[config.mk]
export PLATFORM = sky130hd
export DESIGN_NAME = burst_sequencer
export DESIGN_NICKNAME = d
export VERILOG_FILES = /design/src/rtl/sync_fifo.v /design/src/rtl/burst_sequencer.v
export VERILOG_INCLUDE_DIRS = /design/src /design/src/shared
export SDC_FILE = /design/constraint.sdc
export NUM_CORES = 1
export LEC_CHECK = 0
export BUFFER_PORTS_ARGS = -buffer_cell sky130_fd_sc_hd__buf_2
export CAP_MARGIN = 15
export CELL_PAD_IN_SITES_DETAIL_PLACEMENT = 1
export CELL_PAD_IN_SITES_GLOBAL_PLACEMENT = 2
export CORE_UTILIZATION = 45
export CTS_CLUSTER_SIZE = 20
export DETAILED_ROUTE_END_ITERATION = 7
export GPL_TIMING_DRIVEN = 0
export PLACE_DENSITY_LB_ADDON = 0.1
export SKIP_CTS_REPAIR_TIMING = 1
export SLEW_MARGIN = 10
export SYNTH_ARGS = -nofsm -noshare
export SYNTH_HDL_FRONTEND = slang
export SYNTH_SLANG_ARGS = --single-unit
[constraint.sdc]
create_clock -name sys_clk_i -period 14.73 [get_ports sys_clk_i]
set_input_delay 2.946 -clock sys_clk_i [delete_from_list [all_inputs] [get_ports sys_clk_i]]
set_output_delay 2.946 -clock sys_clk_i [all_outputs]
set_load 0.02 [all_outputs]
[src/shared/burst_seq_regs.vh]
// Constants for the read and write burst sequencer.
`ifndef BURST_SEQ_REGS_VH
`define BURST_SEQ_REGS_VH
// Burst field encodings of mode register zero.
`define BURST_FIXED_EIGHT 2'h0
`define BURST_PER_COMMAND 2'h1
`define BURST_FIXED_CHOP 2'h2
// Beat counts for the two burst lengths.
`define BEATS_EIGHT 4'h8
`define BEATS_CHOP 4'h4
// Read latency limits in clocks.
`define READ_LATENCY_MAX 6'h3f
`define READ_LATENCY_RESET 6'h0b
// Write latency reset value in clocks.
`define WRITE_LATENCY_RESET 6'h09
// Column to column delay allowed only with one-clock read preamble.
`define CCD_ONE_PRE_ONLY 4'h5
// Least write latency advance with two-clock write preamble.
`define CWL_TWO_PRE_EXTRA 6'h01
// Data path width and buffer depth.
`define DATA_WIDTH 16
`define FIFO_DEPTH 8
`define FIFO_ADDR_W 3
`endif

[src/rtl/sync_fifo.v]
// Synchronous FIFO with valid and ready on both sides.
`timescale 1ns/10ps
module sync_fifo #(
    parameter WIDTH = 16,
    parameter DEPTH = 8,
    parameter AW = 3
) (
    input wire sys_clk_i,
    input wire reset_i,
    input wire [WIDTH-1:0] in_data_i,
    input wire in_valid_i,
    output wire in_ready_o,
    output reg [WIDTH-1:0] out_data_o,
    output wire out_valid_o,
    input wire out_ready_i
);
    // Storage array, one word per entry.
    reg [WIDTH-1:0] mem_r [0:DEPTH-1];
    reg [AW-1:0] wr_ptr_r;
    reg [AW-1:0] rd_ptr_r;
    // Count is one bit wider so full and empty stay honest.
    reg [AW:0] count_r;
    wire push;
    wire pop;

    assign in_ready_o = (count_r != DEPTH);
    assign out_valid_o = (count_r != 0);
    assign push = in_valid_i & in_ready_o;
    assign pop = out_valid_o & out_ready_i;

    // =========================================================
    // Pointer, count and storage update.
    always @(posedge sys_clk_i) begin
        if (reset_i) begin
            wr_ptr_r <= {AW{1'b0}};
            rd_ptr_r <= {AW{1'b0}};
            count_r <= {(AW+1){1'b0}};
        end else begin
            if (push) begin
                mem_r[wr_ptr_r] <= in_data_i;
                wr_ptr_r <= wr_ptr_r + 1'b1;
            end
            if (pop) begin
                rd_ptr_r <= rd_ptr_r + 1'b1;
            end
            if (push && !pop) begin
                count_r <= count_r + 1'b1;
            end else if (pop && !push) begin
                count_r <= count_r - 1'b1;
            end
        end
    end

    // Head word is read straight from the array at the read pointer.
    always @* begin
        out_data_o = mem_r[rd_ptr_r];
    end
endmodule

[src/rtl/burst_sequencer.v]
// Read and write burst sequencer for a synchronous DRAM data path.
`timescale 1ns/10ps
`include "burst_seq_regs.vh"
module burst_sequencer (
    input wire sys_clk_i,
    input wire reset_i,
    // Command strobes and the chop select address bit, same clock.
    input wire read_cmd_i,
    input wire write_cmd_i,
    input wire chop_select_address_bit_i,
    // Mode register zero burst field and latencies.
    input wire [1:0] mode_register_zero_burst_i,
    input wire [5:0] read_latency_i,
    input wire [5:0] write_latency_i,
    input wire two_clk_read_preamble_i,
    input wire two_clk_write_preamble_i,
    input wire [5:0] min_write_cas_latency_i,
    // Read data source from the array, one word per beat.
    input wire [`DATA_WIDTH-1:0] array_data_i,
    output wire array_ready_o,
    input wire array_valid_i,
    // Read data out.
    output reg [`DATA_WIDTH-1:0] read_data_o,
    output reg read_valid_o,
    output reg read_chop_o,
    // Write data in and beat strobe.
    input wire [`DATA_WIDTH-1:0] write_data_i,
    output reg [`DATA_WIDTH-1:0] write_data_o,
    output reg write_valid_o,
    output reg write_chop_o,
    // Controller spacing warnings.
    output reg ccd_violation_o,
    output reg write_latency_low_o
);
    // =========================================================
    // Burst length decode.
    // Chop decision for the command presented in this cycle.
    reg chop_now;
    always @* begin
        case (mode_register_zero_burst_i)
            `BURST_FIXED_EIGHT: chop_now = 1'b0;
            `BURST_FIXED_CHOP: chop_now = 1'b1;
            // Chop bit is sampled afresh with each command.
            `BURST_PER_COMMAND: chop_now = ~chop_select_address_bit_i;
            default: chop_now = 1'b0;
        endcase
    end

    // =========================================================
    // Read latency pipeline: one slot per clock of latency.
    // A shift line lets several reads be in flight, so reads spaced by
    // the burst duration come out with no idle cycles between them.
    reg [`READ_LATENCY_MAX:0] rd_start_r;
    reg [`READ_LATENCY_MAX:0] rd_chop_r;
    wire rd_due;
    wire rd_due_chop;
    always @(posedge sys_clk_i) begin
        if (reset_i) begin
            rd_start_r <= {(`READ_LATENCY_MAX+1){1'b0}};
            rd_chop_r <= {(`READ_LATENCY_MAX+1){1'b0}};
        end else begin
            rd_start_r <= {rd_start_r[`READ_LATENCY_MAX-1:0], read_cmd_i};
            rd_chop_r <= {rd_chop_r[`READ_LATENCY_MAX-1:0],
                          read_cmd_i & chop_now};
        end
    end
    // Tap zero holds the command one clock after its cycle, so latency L picks tap L-1.
    assign rd_due = (read_latency_i == 6'h00) ? read_cmd_i :
                    rd_start_r[read_latency_i - 6'h01];
    assign rd_due_chop = (read_latency_i == 6'h00) ? (read_cmd_i & chop_now) :
                         rd_chop_r[read_latency_i - 6'h01];

    // =========================================================
    // Read beat counter.
    reg [3:0] rd_beats_r;
    reg rd_chop_cur_r;
    wire rd_busy;
    assign rd_busy = (rd_beats_r != 4'h0);
    // Pull a word from the buffer for every beat sent.
    wire rd_beat;
    assign rd_beat = rd_busy | rd_due;

    // =========================================================
    // Read data buffer between the array and the beat output.
    // The buffer absorbs the array's own pace, so a burst that is due
    // finds its words waiting and the strobe does not stall mid-burst.
    // Head word of the buffer, offered to the beat output.
    wire [`DATA_WIDTH-1:0] buf_data;
    // High while the buffer holds at least one word.
    wire buf_valid;
    sync_fifo #(
        .WIDTH(`DATA_WIDTH),
        .DEPTH(`FIFO_DEPTH),
        .AW(`FIFO_ADDR_W)
    ) u_read_buf (
        .sys_clk_i(sys_clk_i),
        .reset_i(reset_i),
        .in_data_i(array_data_i),
        .in_valid_i(array_valid_i),
        .in_ready_o(array_ready_o),
        .out_data_o(buf_data),
        .out_valid_o(buf_valid),
        .out_ready_i(rd_beat)
    );

    always @(posedge sys_clk_i) begin
        if (reset_i) begin
            rd_beats_r <= 4'h0;
            rd_chop_cur_r <= 1'b0;
            read_data_o <= {`DATA_WIDTH{1'b0}};
            read_valid_o <= 1'b0;
            read_chop_o <= 1'b0;
        end else begin
            // A new burst due on the last beat of the old one starts at
            // once, so the strobe never idles between them.
            if (rd_due && (rd_beats_r <= 4'h1)) begin
                rd_beats_r <= (rd_due_chop ? `BEATS_CHOP : `BEATS_EIGHT)
                              - 4'h1;
                rd_chop_cur_r <= rd_due_chop;
            end else if (rd_busy) begin
                rd_beats_r <= rd_beats_r - 4'h1;
            end
            read_valid_o <= rd_beat & buf_valid;
            if (rd_beat) begin
                read_data_o <= buf_data;
            end
            read_chop_o <= (rd_due && (rd_beats_r <= 4'h1)) ? rd_due_chop
                           : rd_chop_cur_r;
        end
    end

    // =========================================================
    // Write burst: latency line and beat counter, like the read side.
    reg [`READ_LATENCY_MAX:0] wr_start_r;
    reg [`READ_LATENCY_MAX:0] wr_chop_r;
    reg [3:0] wr_beats_r;
    reg wr_chop_cur_r;
    wire wr_due;
    wire wr_due_chop;
    always @(posedge sys_clk_i) begin
        if (reset_i) begin
            wr_start_r <= {(`READ_LATENCY_MAX+1){1'b0}};
            wr_chop_r <= {(`READ_LATENCY_MAX+1){1'b0}};
        end else begin
            wr_start_r <= {wr_start_r[`READ_LATENCY_MAX-1:0], write_cmd_i};
            wr_chop_r <= {wr_chop_r[`READ_LATENCY_MAX-1:0],
                          write_cmd_i & chop_now};
        end
    end
    assign wr_due = (write_latency_i == 6'h00) ? write_cmd_i :
                    wr_start_r[write_latency_i - 6'h01];
    assign wr_due_chop = (write_latency_i == 6'h00) ?
                         (write_cmd_i & chop_now) :
                         wr_chop_r[write_latency_i - 6'h01];

    // Write data is captured from the controller every cycle, beat or not.
    always @(posedge sys_clk_i) begin
        if (reset_i) begin
            wr_beats_r <= 4'h0;
            wr_chop_cur_r <= 1'b0;
            write_data_o <= {`DATA_WIDTH{1'b0}};
            write_valid_o <= 1'b0;
            write_chop_o <= 1'b0;
        end else begin
            if (wr_due && (wr_beats_r <= 4'h1)) begin
                wr_beats_r <= (wr_due_chop ? `BEATS_CHOP : `BEATS_EIGHT)
                              - 4'h1;
                wr_chop_cur_r <= wr_due_chop;
            end else if (wr_beats_r != 4'h0) begin
                wr_beats_r <= wr_beats_r - 4'h1;
            end
            write_valid_o <= wr_due | (wr_beats_r != 4'h0);
            write_data_o <= write_data_i;
            write_chop_o <= (wr_due && (wr_beats_r <= 4'h1)) ? wr_due_chop
                            : wr_chop_cur_r;
        end
    end

    // =========================================================
    // Spacing checks on the controller, reported as flags only.
    // The device does not refuse a badly spaced read; it only warns.
    reg [3:0] since_read_r;
    always @(posedge sys_clk_i) begin
        if (reset_i) begin
            since_read_r <= 4'hf;
            ccd_violation_o <= 1'b0;
            write_latency_low_o <= 1'b0;
        end else begin
            if (read_cmd_i) begin
                since_read_r <= 4'h1;
            end else if (since_read_r != 4'hf) begin
                since_read_r <= since_read_r + 4'h1;
            end
            // Spacing of five is legal only with one-clock preamble.
            ccd_violation_o <= read_cmd_i & two_clk_read_preamble_i &
                (since_read_r == `CCD_ONE_PRE_ONLY);
            // Two-clock write preamble wants latency above the floor.
            write_latency_low_o <= two_clk_write_preamble_i &
                (write_latency_i < (min_write_cas_latency_i +
                 `CWL_TWO_PRE_EXTRA));
        end
    end
endmodule

* Word-level counts from Yosys, hierarchy flattened *
Memories as Yosys holds them, arrays and structs flattened. A register that Yosys moved wholly into a read port is not among the register bits.
Index checks and enable logic that the tools add are counted.
W data, S select, Z words.

operators by class
  magnitude comparators = 5
  eq/ne operators = 5
  reductions and logical operators = 16
  bitwise gates (word level) = 10
  $add $sub $neg = 12
  muxes and demuxes = 26

operator list
  operator               number
  $mux W4                10
  $bmux W1 S6            4
  $sub A4 B1 Y4 const B  5
  $lt A6 B7 Y1 const B   2
  $logic_not A6 Y1       2
  $reduce_bool A4 Y1     3
  $sub A6 B1 Y6 const B  2
  $mux W1                11
  $add A4 B1 Y4 const B  2
  $le A4 B1 Y1 const B   2
  $ne A4 B4 Y1 const B   2
  $reduce_bool A2 Y1     4
  $and A1 B1 Y1          7
  $add A3 B1 Y3 const B  2
  $add A6 B1 Y6 const B  1
  $lt A6 B6 Y1           1
  $eq A4 B3 Y1 const B   1
  $logic_and A1 B1 Y1    4
  $eq A2 B1 Y1 const B   1
  $eq A2 B2 Y1 const B   1
  $logic_not A1 Y1       2
  $or A1 B1 Y1           2
  $pmux W1 S2            1
  $reduce_or A2 Y1       1
  $not A1 Y1             1

word-level totals
  output and inout port bits = 39
  memories = 1
  bits in writable memories = 128
  register bits after elaboration = 300
  bits of input ports = 60

memory list
  name              words  width  read ports  clocked after memory_dff  wr ports  RTL line        text
  u_read_buf.mem_r  8      16     1           1                         1         sync_fifo.v:18  reg [WIDTH-1:0] mem_r [0:DEPTH-1];

* Depth between registers and ports, before layout *
  depth after elaboration = 9
  depth in mapped cells = 22
  depth with buffers taken out = 17

* Cells and area by module *
Synthesis repeated with hierarchy kept, for this count alone.

unflattened totals
  cell total of the unflattened synthesis = 1,227
  area, all modules = 17,080.1 µm²

by module, submodules not included
  module           area each (µm²)  sequential area each (µm²)  instances  cells an instance
  burst_sequencer  11,514.8         6,125.9                     1          967
  sync_fifo        5,565.3          4,103.9                     1          260

* Least setup slack after synthesis *
No wires, ideal clock.

  kind = in2reg
  start point = in read_latency_i[0]
  end point = reg u_read_buf.count_r[3]
  setup slack = 7.739 ns
  required time = 14.659 ns
  path buffers = 5
  arrival time = 6.921 ns
  stages = 22
  cell sequence = buf_4 > buf_4 > buf_4 > inv_1 > ha_1 > buf_2 > buf_1 > mux4_2 > nand3_1 > nand4_1 > o211ai_1 > o21a_1 > a21oi_1 > inv_1 > ha_1 > inv_1 > ha_1 > a21o_1 > a21oi_1 > xnor2_1 > or3_1 > a21oi_1

on the way
  cells in the longest elaborated chain, start to end = 9
  elaborated cells on any way between the ends = 12

ends and longest elaborated chain
  element                                        RTL line              text
  from (decl)                                    burst_sequencer.v:13  input wire [5:0] read_latency_i,
  $sub A6 B1 Y6                                  burst_sequencer.v:69  rd_start_r[read_latency_i - 6'h01];
  $bmux W1 S6                                    burst_sequencer.v:69
  $mux W1 (not written as such)                  burst_sequencer.v:69
  $mux W1 (*)                                    burst_sequencer.v:68  assign rd_due = (read_latency_i == 6'h00) ? read_cmd_i :
  $or A1 B1 Y1 (*)                               burst_sequencer.v:81  assign rd_beat = rd_busy | rd_due;
  $and A1 B1 Y1 (*)                              sync_fifo.v:29        assign pop = out_valid_o & out_ready_i;
  $logic_not A1 Y1                               sync_fifo.v:46        if (push && !pop) begin
  $logic_and A1 B1 Y1                            sync_fifo.v:46
  $mux W4 or $reduce_bool A2 Y1 (tied branches)  -
  to (signal assigned)                           sync_fifo.v:37        count_r <= {(AW+1){1'b0}};
  to (signal assigned)                           sync_fifo.v:47        count_r <= count_r + 1'b1;
  to (signal assigned)                           sync_fifo.v:49        count_r <= count_r - 1'b1;
  to (decl)                                      sync_fifo.v:22        reg [AW:0] count_r;

Mark *: on every way between the ends. The rest lies on a longest branch, timed or not. The select of a mux whose other input is x is not followed.
A chain may end at the register's enable or synchronous reset.

* Worst setup path in the final report *
Ends and elaborated chain as after synthesis.

==> impl_results.md <==
* Power after layout at around 3 mW
* Total track usage at 0.201
* Ordered list of cells on the worst path: buf_2 -> buf_4 -> buf_4 -> buf_4 -> inv_1 -> ha_1 -> buf_2 -> buf_1 -> mux4_2 -> nand4_1 -> nand4_1 -> o211ai_1 -> o21a_1 -> a21oi_1 -> inv_1 -> ha_1 -> inv_1 -> ha_1 -> a21o_1 -> a21oi_1 -> xnor2_1 -> or3_1 -> a21oi_1
* Worst-margin pin slew at ~1.1 ns
* CP Buf/Inv Count at 9
* Setup crit start kind: primary input
* Final setup violation count at 0
* Placer congestion estimate at 0.789
* I/O Pins at 99
* Leakage power summed over all cells at approximately 7.4 nW
* Number of iterations in the first detailed-routing pass at 4
* Overall routed net length at roughly 37 mm
* Detailed-placement wirelength estimate at between 20 and 30 mm
* Count of clock tree sinks at approximately 440
* Final Critical Period at roughly 8 ns
* WP data arrival at between 8 and 9 ns
* Setup repair after global routing missed its margin: no
* Wire per inst at approximately 19 um
* Switching portion of total power at 0.270
* Clock latency on the worst-skew pair at roughly 0.57 ns
* CP delay by family, top: buffers and inverters
* Number of port buffers at 95
* Clock share of power at 0.383
* Via density at between 5 and 6
* Synthesis-to-finish area growth at 16.8%
* Inst Count DP at ~1.8k
* Slowest stage cell on the critical path: sky130_fd_sc_hd__buf_1
* Horizontal die dimension at approximately 200 um
* Drc violations at 0
* Depth of the worst hold-timing path at 1
* TritonCTS buffer count at 47
* Largest net degree at the start of global routing at 15
* Die outline area at 38400 um2
* Reported net switching power at around 0.81 mW
* Maximum capacitance violations at 0
* Clock tree root driver cell: sky130_fd_sc_hd__clkbuf_16
* Run status: finished clean
* Number of nets with antenna violations after routing at 0
* Synthesis-stage register bit count at about 440
* Number of buffers on the longest clock path at 3
* Post-Synthesis Cell Area at around 17000 um2
* Initial antenna violation count at 2
* Final clock period utilization by the worst path at 0.531
* Worst Hold Class: reg -> reg
* Dominant register cell in the synthesized netlist: sky130_fd_sc_hd__dfxtp_1
* Synthesized net count at ~1.3k
* Type of element capturing the critical path: register
* Total gr overflow at 0
* Non-Filler Cell Area, Final at between 15000 and 20000 um2
* Via count of the first global-routing pass at 10.8k
* Net count, final at 1456
* Crit-path max FO at 10
* Path type of the worst setup path: in -> reg
* Number of cells on the worst reg-to-reg path at 14
* Number of gates on the worst path with buffers counted at 23
* Critical path required time at 15.22 ns
* Register-to-Register Setup Slack at ~11 ns
* Core box area at approximately 37000 um2
* Final Hold Violating Endpoints at 0
* Number of slew-limit violations in the final report at 0
* Power density of the placed cells at approximately 150 nW/um2
* Number of distinct standard cells referenced by the synthesized netlist at 66
* Start point of the worst min-delay path: wr_start_r[18]
* Commonest cells after routing, fill and taps aside: 316 x sky130_fd_sc_hd__dfxtp_1, 276 x sky130_fd_sc_hd__nor2b_1, 128 x sky130_fd_sc_hd__edfxtp_1
* CTS H-tree lvls at 2
* Reg-to-reg critical path startpoint: rd_start_r[28]
* Worst-case clock skew at ~0.016 ns
* Synthesized area divided by synthesized cell count at between 10 and 15 um2
* First-pass GRT wire length at 59.5 mm
* Tightest slew margin relative to the limit at 0.283
* Clock-pin slew on the worst setup and hold paths at about 0.06 ns
* Share of the yosys chip area belonging to registers at 0.600
* Effective utilization at floorplan at 0.460
* Total Negative Setup Slacks at 0 ns
* Comb power frac at 0.168
* Clock tree from TritonCTS: built
* Most frequent standard cell in the layout excluding fill and tap cells: sky130_fd_sc_hd__dfxtp_1
* Peak clock frequency supported by timing at roughly 130 MHz
* Yosys warning total at 0
* Count of flip-flops with a built-in enable after synthesis at about 130
* Worst path max stage delay at between 0.6 and 0.7 ns
* Post-layout instance count excluding filler cells at ~1.9k
* Instance area at placement at around 18000 um2
* Relative contribution of sequential cells to total power at 0.449
* DRT iter0 DRCs at a little over 400
* Maximum resistive drop on vdd at 0.109 mV
* Synthesized netlist cell count at roughly 1.2k
* Share of flip-flops with an asynchronous set or reset at 0
* Internal power at about 2.2 mW
* Die outline height at 196 um
* Via Count at 9910
* Critical path startpoint: read_latency_i[0]
* Fraction of final layout cells with drive strength greater than 1 at 0.229
* Number of placement rows at 70
final cells by class:
type | count | area, um2
inverter | 19 | 71.3
sequential | 444 | 10200
clock inverter | 28 | 236
timing repair buffer | 110 | 669
multi-input combinational | 678 | 6370
tap | 504 | 631
antenna | 1 | 2.50
buffer | 72 | 365
fill | 3665 | 17100
clock buffer | 58 | 1280
power by group through the flow:
| stage | Sequential, mW | Combinational, mW | Clock, mW |
|---|---|---|---|
| after floorplan | 1.40 | 0.323 | 0 |
| after global placement | 1.38 | 0.492 | 0 |
| after detailed placement | 1.38 | 0.511 | 0 |
| after CTS | 1.35 | 0.513 | 1.18 |
| after global routing | 1.36 | 0.555 | 1.23 |
| final | 1.35 | 0.504 | 1.15 |
through the flow:
step / worst slack (ns) / hold WS, ns / util
after floorplan: 7.74 / 0.429 / -
after global placement: 6.32 / 0.435 / 0.490
after detailed placement: 6.27 / 0.444 / 0.496
after CTS: 6.85 / 0.462 / 0.537
after global routing: 6.53 / 0.464 / 0.537
final: 6.91 / 0.458 / 0.537
cells in the mapped netlist (3+ instances only):
cell type / count / area share
sky130_fd_sc_hd__edfxtp_1: 128 / 0.23
sky130_fd_sc_hd__mux2i_1: 31 / 0.018
sky130_fd_sc_hd__nand2b_1: 3 / 0.0011
sky130_fd_sc_hd__xor2_1: 9 / 0.0047
sky130_fd_sc_hd__clkbuf_1: 46 / 0.010
sky130_fd_sc_hd__buf_4: 5 / 0.0022
sky130_fd_sc_hd__mux4_4: 5 / 0.0074
sky130_fd_sc_hd__mux4_1: 14 / 0.022
sky130_fd_sc_hd__xnor2_1: 9 / 0.0047
sky130_fd_sc_hd__nor2_1: 28 / 0.0062
sky130_fd_sc_hd__dfxtp_1: 316 / 0.37
sky130_fd_sc_hd__inv_1: 18 / 0.0040
sky130_fd_sc_hd__nor3_1: 28 / 0.0083
sky130_fd_sc_hd__ha_1: 23 / 0.017
sky130_fd_sc_hd__mux2_2: 6 / 0.0040
sky130_fd_sc_hd__buf_1: 8 / 0.0018
sky130_fd_sc_hd__o21ai_0: 15 / 0.0044
sky130_fd_sc_hd__o21ai_1: 4 / 0.0012
sky130_fd_sc_hd__buf_2: 7 / 0.0021
sky130_fd_sc_hd__a21oi_1: 10 / 0.0030
sky130_fd_sc_hd__o21a_1: 6 / 0.0027
sky130_fd_sc_hd__nor2b_1: 276 / 0.10
sky130_fd_sc_hd__nand2_1: 23 / 0.0051
sky130_fd_sc_hd__or3_1: 3 / 0.0011
sky130_fd_sc_hd__and3_1: 3 / 0.0011
sky130_fd_sc_hd__o31ai_1: 3 / 0.0013
sky130_fd_sc_hd__nand4_1: 8 / 0.0030
sky130_fd_sc_hd__nor3b_1: 4 / 0.0018
sky130_fd_sc_hd__nand3_1: 12 / 0.0035
sky130_fd_sc_hd__nor4_1: 4 / 0.0015
sky130_fd_sc_hd__a21o_1: 3 / 0.0013
sky130_fd_sc_hd__o211ai_1: 5 / 0.0022
sky130_fd_sc_hd__buf_12: 3 / 0.0035
sky130_fd_sc_hd__and2_1: 3 / 0.0011
sky130_fd_sc_hd__mux4_2: 86 / 0.11
sky130_fd_sc_hd__a211oi_1: 19 / 0.0084
final timing paths:
check | to
worst max-delay path | u_read_buf.count_r[3]
worst min-delay path | wr_start_r[19]
worst max register to register | u_read_buf.count_r[3]
worst min register to register | wr_start_r[19]
logic make-up (layout without fill, tap and decap cells):
logic type / Yosys count / after routing / share of synthesized area
xor gates and xnor gates: 20 / 20 / 0.0112
and+or+nand+nor: 409 / 409 / 0.143
muxes: 144 / 144 / 0.167
other: 0 / 1 / 0
DFF: 444 / 444 / 0.600
adders and majority gates: 24 / 24 / 0.0182
buffers and inverters: 91 / 287 / 0.0258
AOI/OAI and AO/OA: 81 / 81 / 0.0351
layer usage:
metal	global-route usage	vias up	wire, um
met5	0	-	10
met4	0.0677	2	832
met3	0.0364	60	1460
met2	0.332	162	17900
met1	0.268	5013	16900
li1	-	4673	-
state kept, by name (all words and copies together) (netlist names), 3 cells and up:
| register | flops |
|---|---|
| u_read_buf.mem_r | 128 |
| rd_chop_r | 64 |
| rd_start_r | 64 |
| wr_chop_r | 64 |
| wr_start_r | 64 |
| read_data_o | 16 |
| write_data_o | 16 |
| rd_beats_r | 4 |
| since_read_r | 4 |
| u_read_buf.count_r | 4 |
| wr_beats_r | 4 |
| u_read_buf.rd_ptr_r | 3 |
| u_read_buf.wr_ptr_r | 3 |
Power figures use the tool's default switching activity.
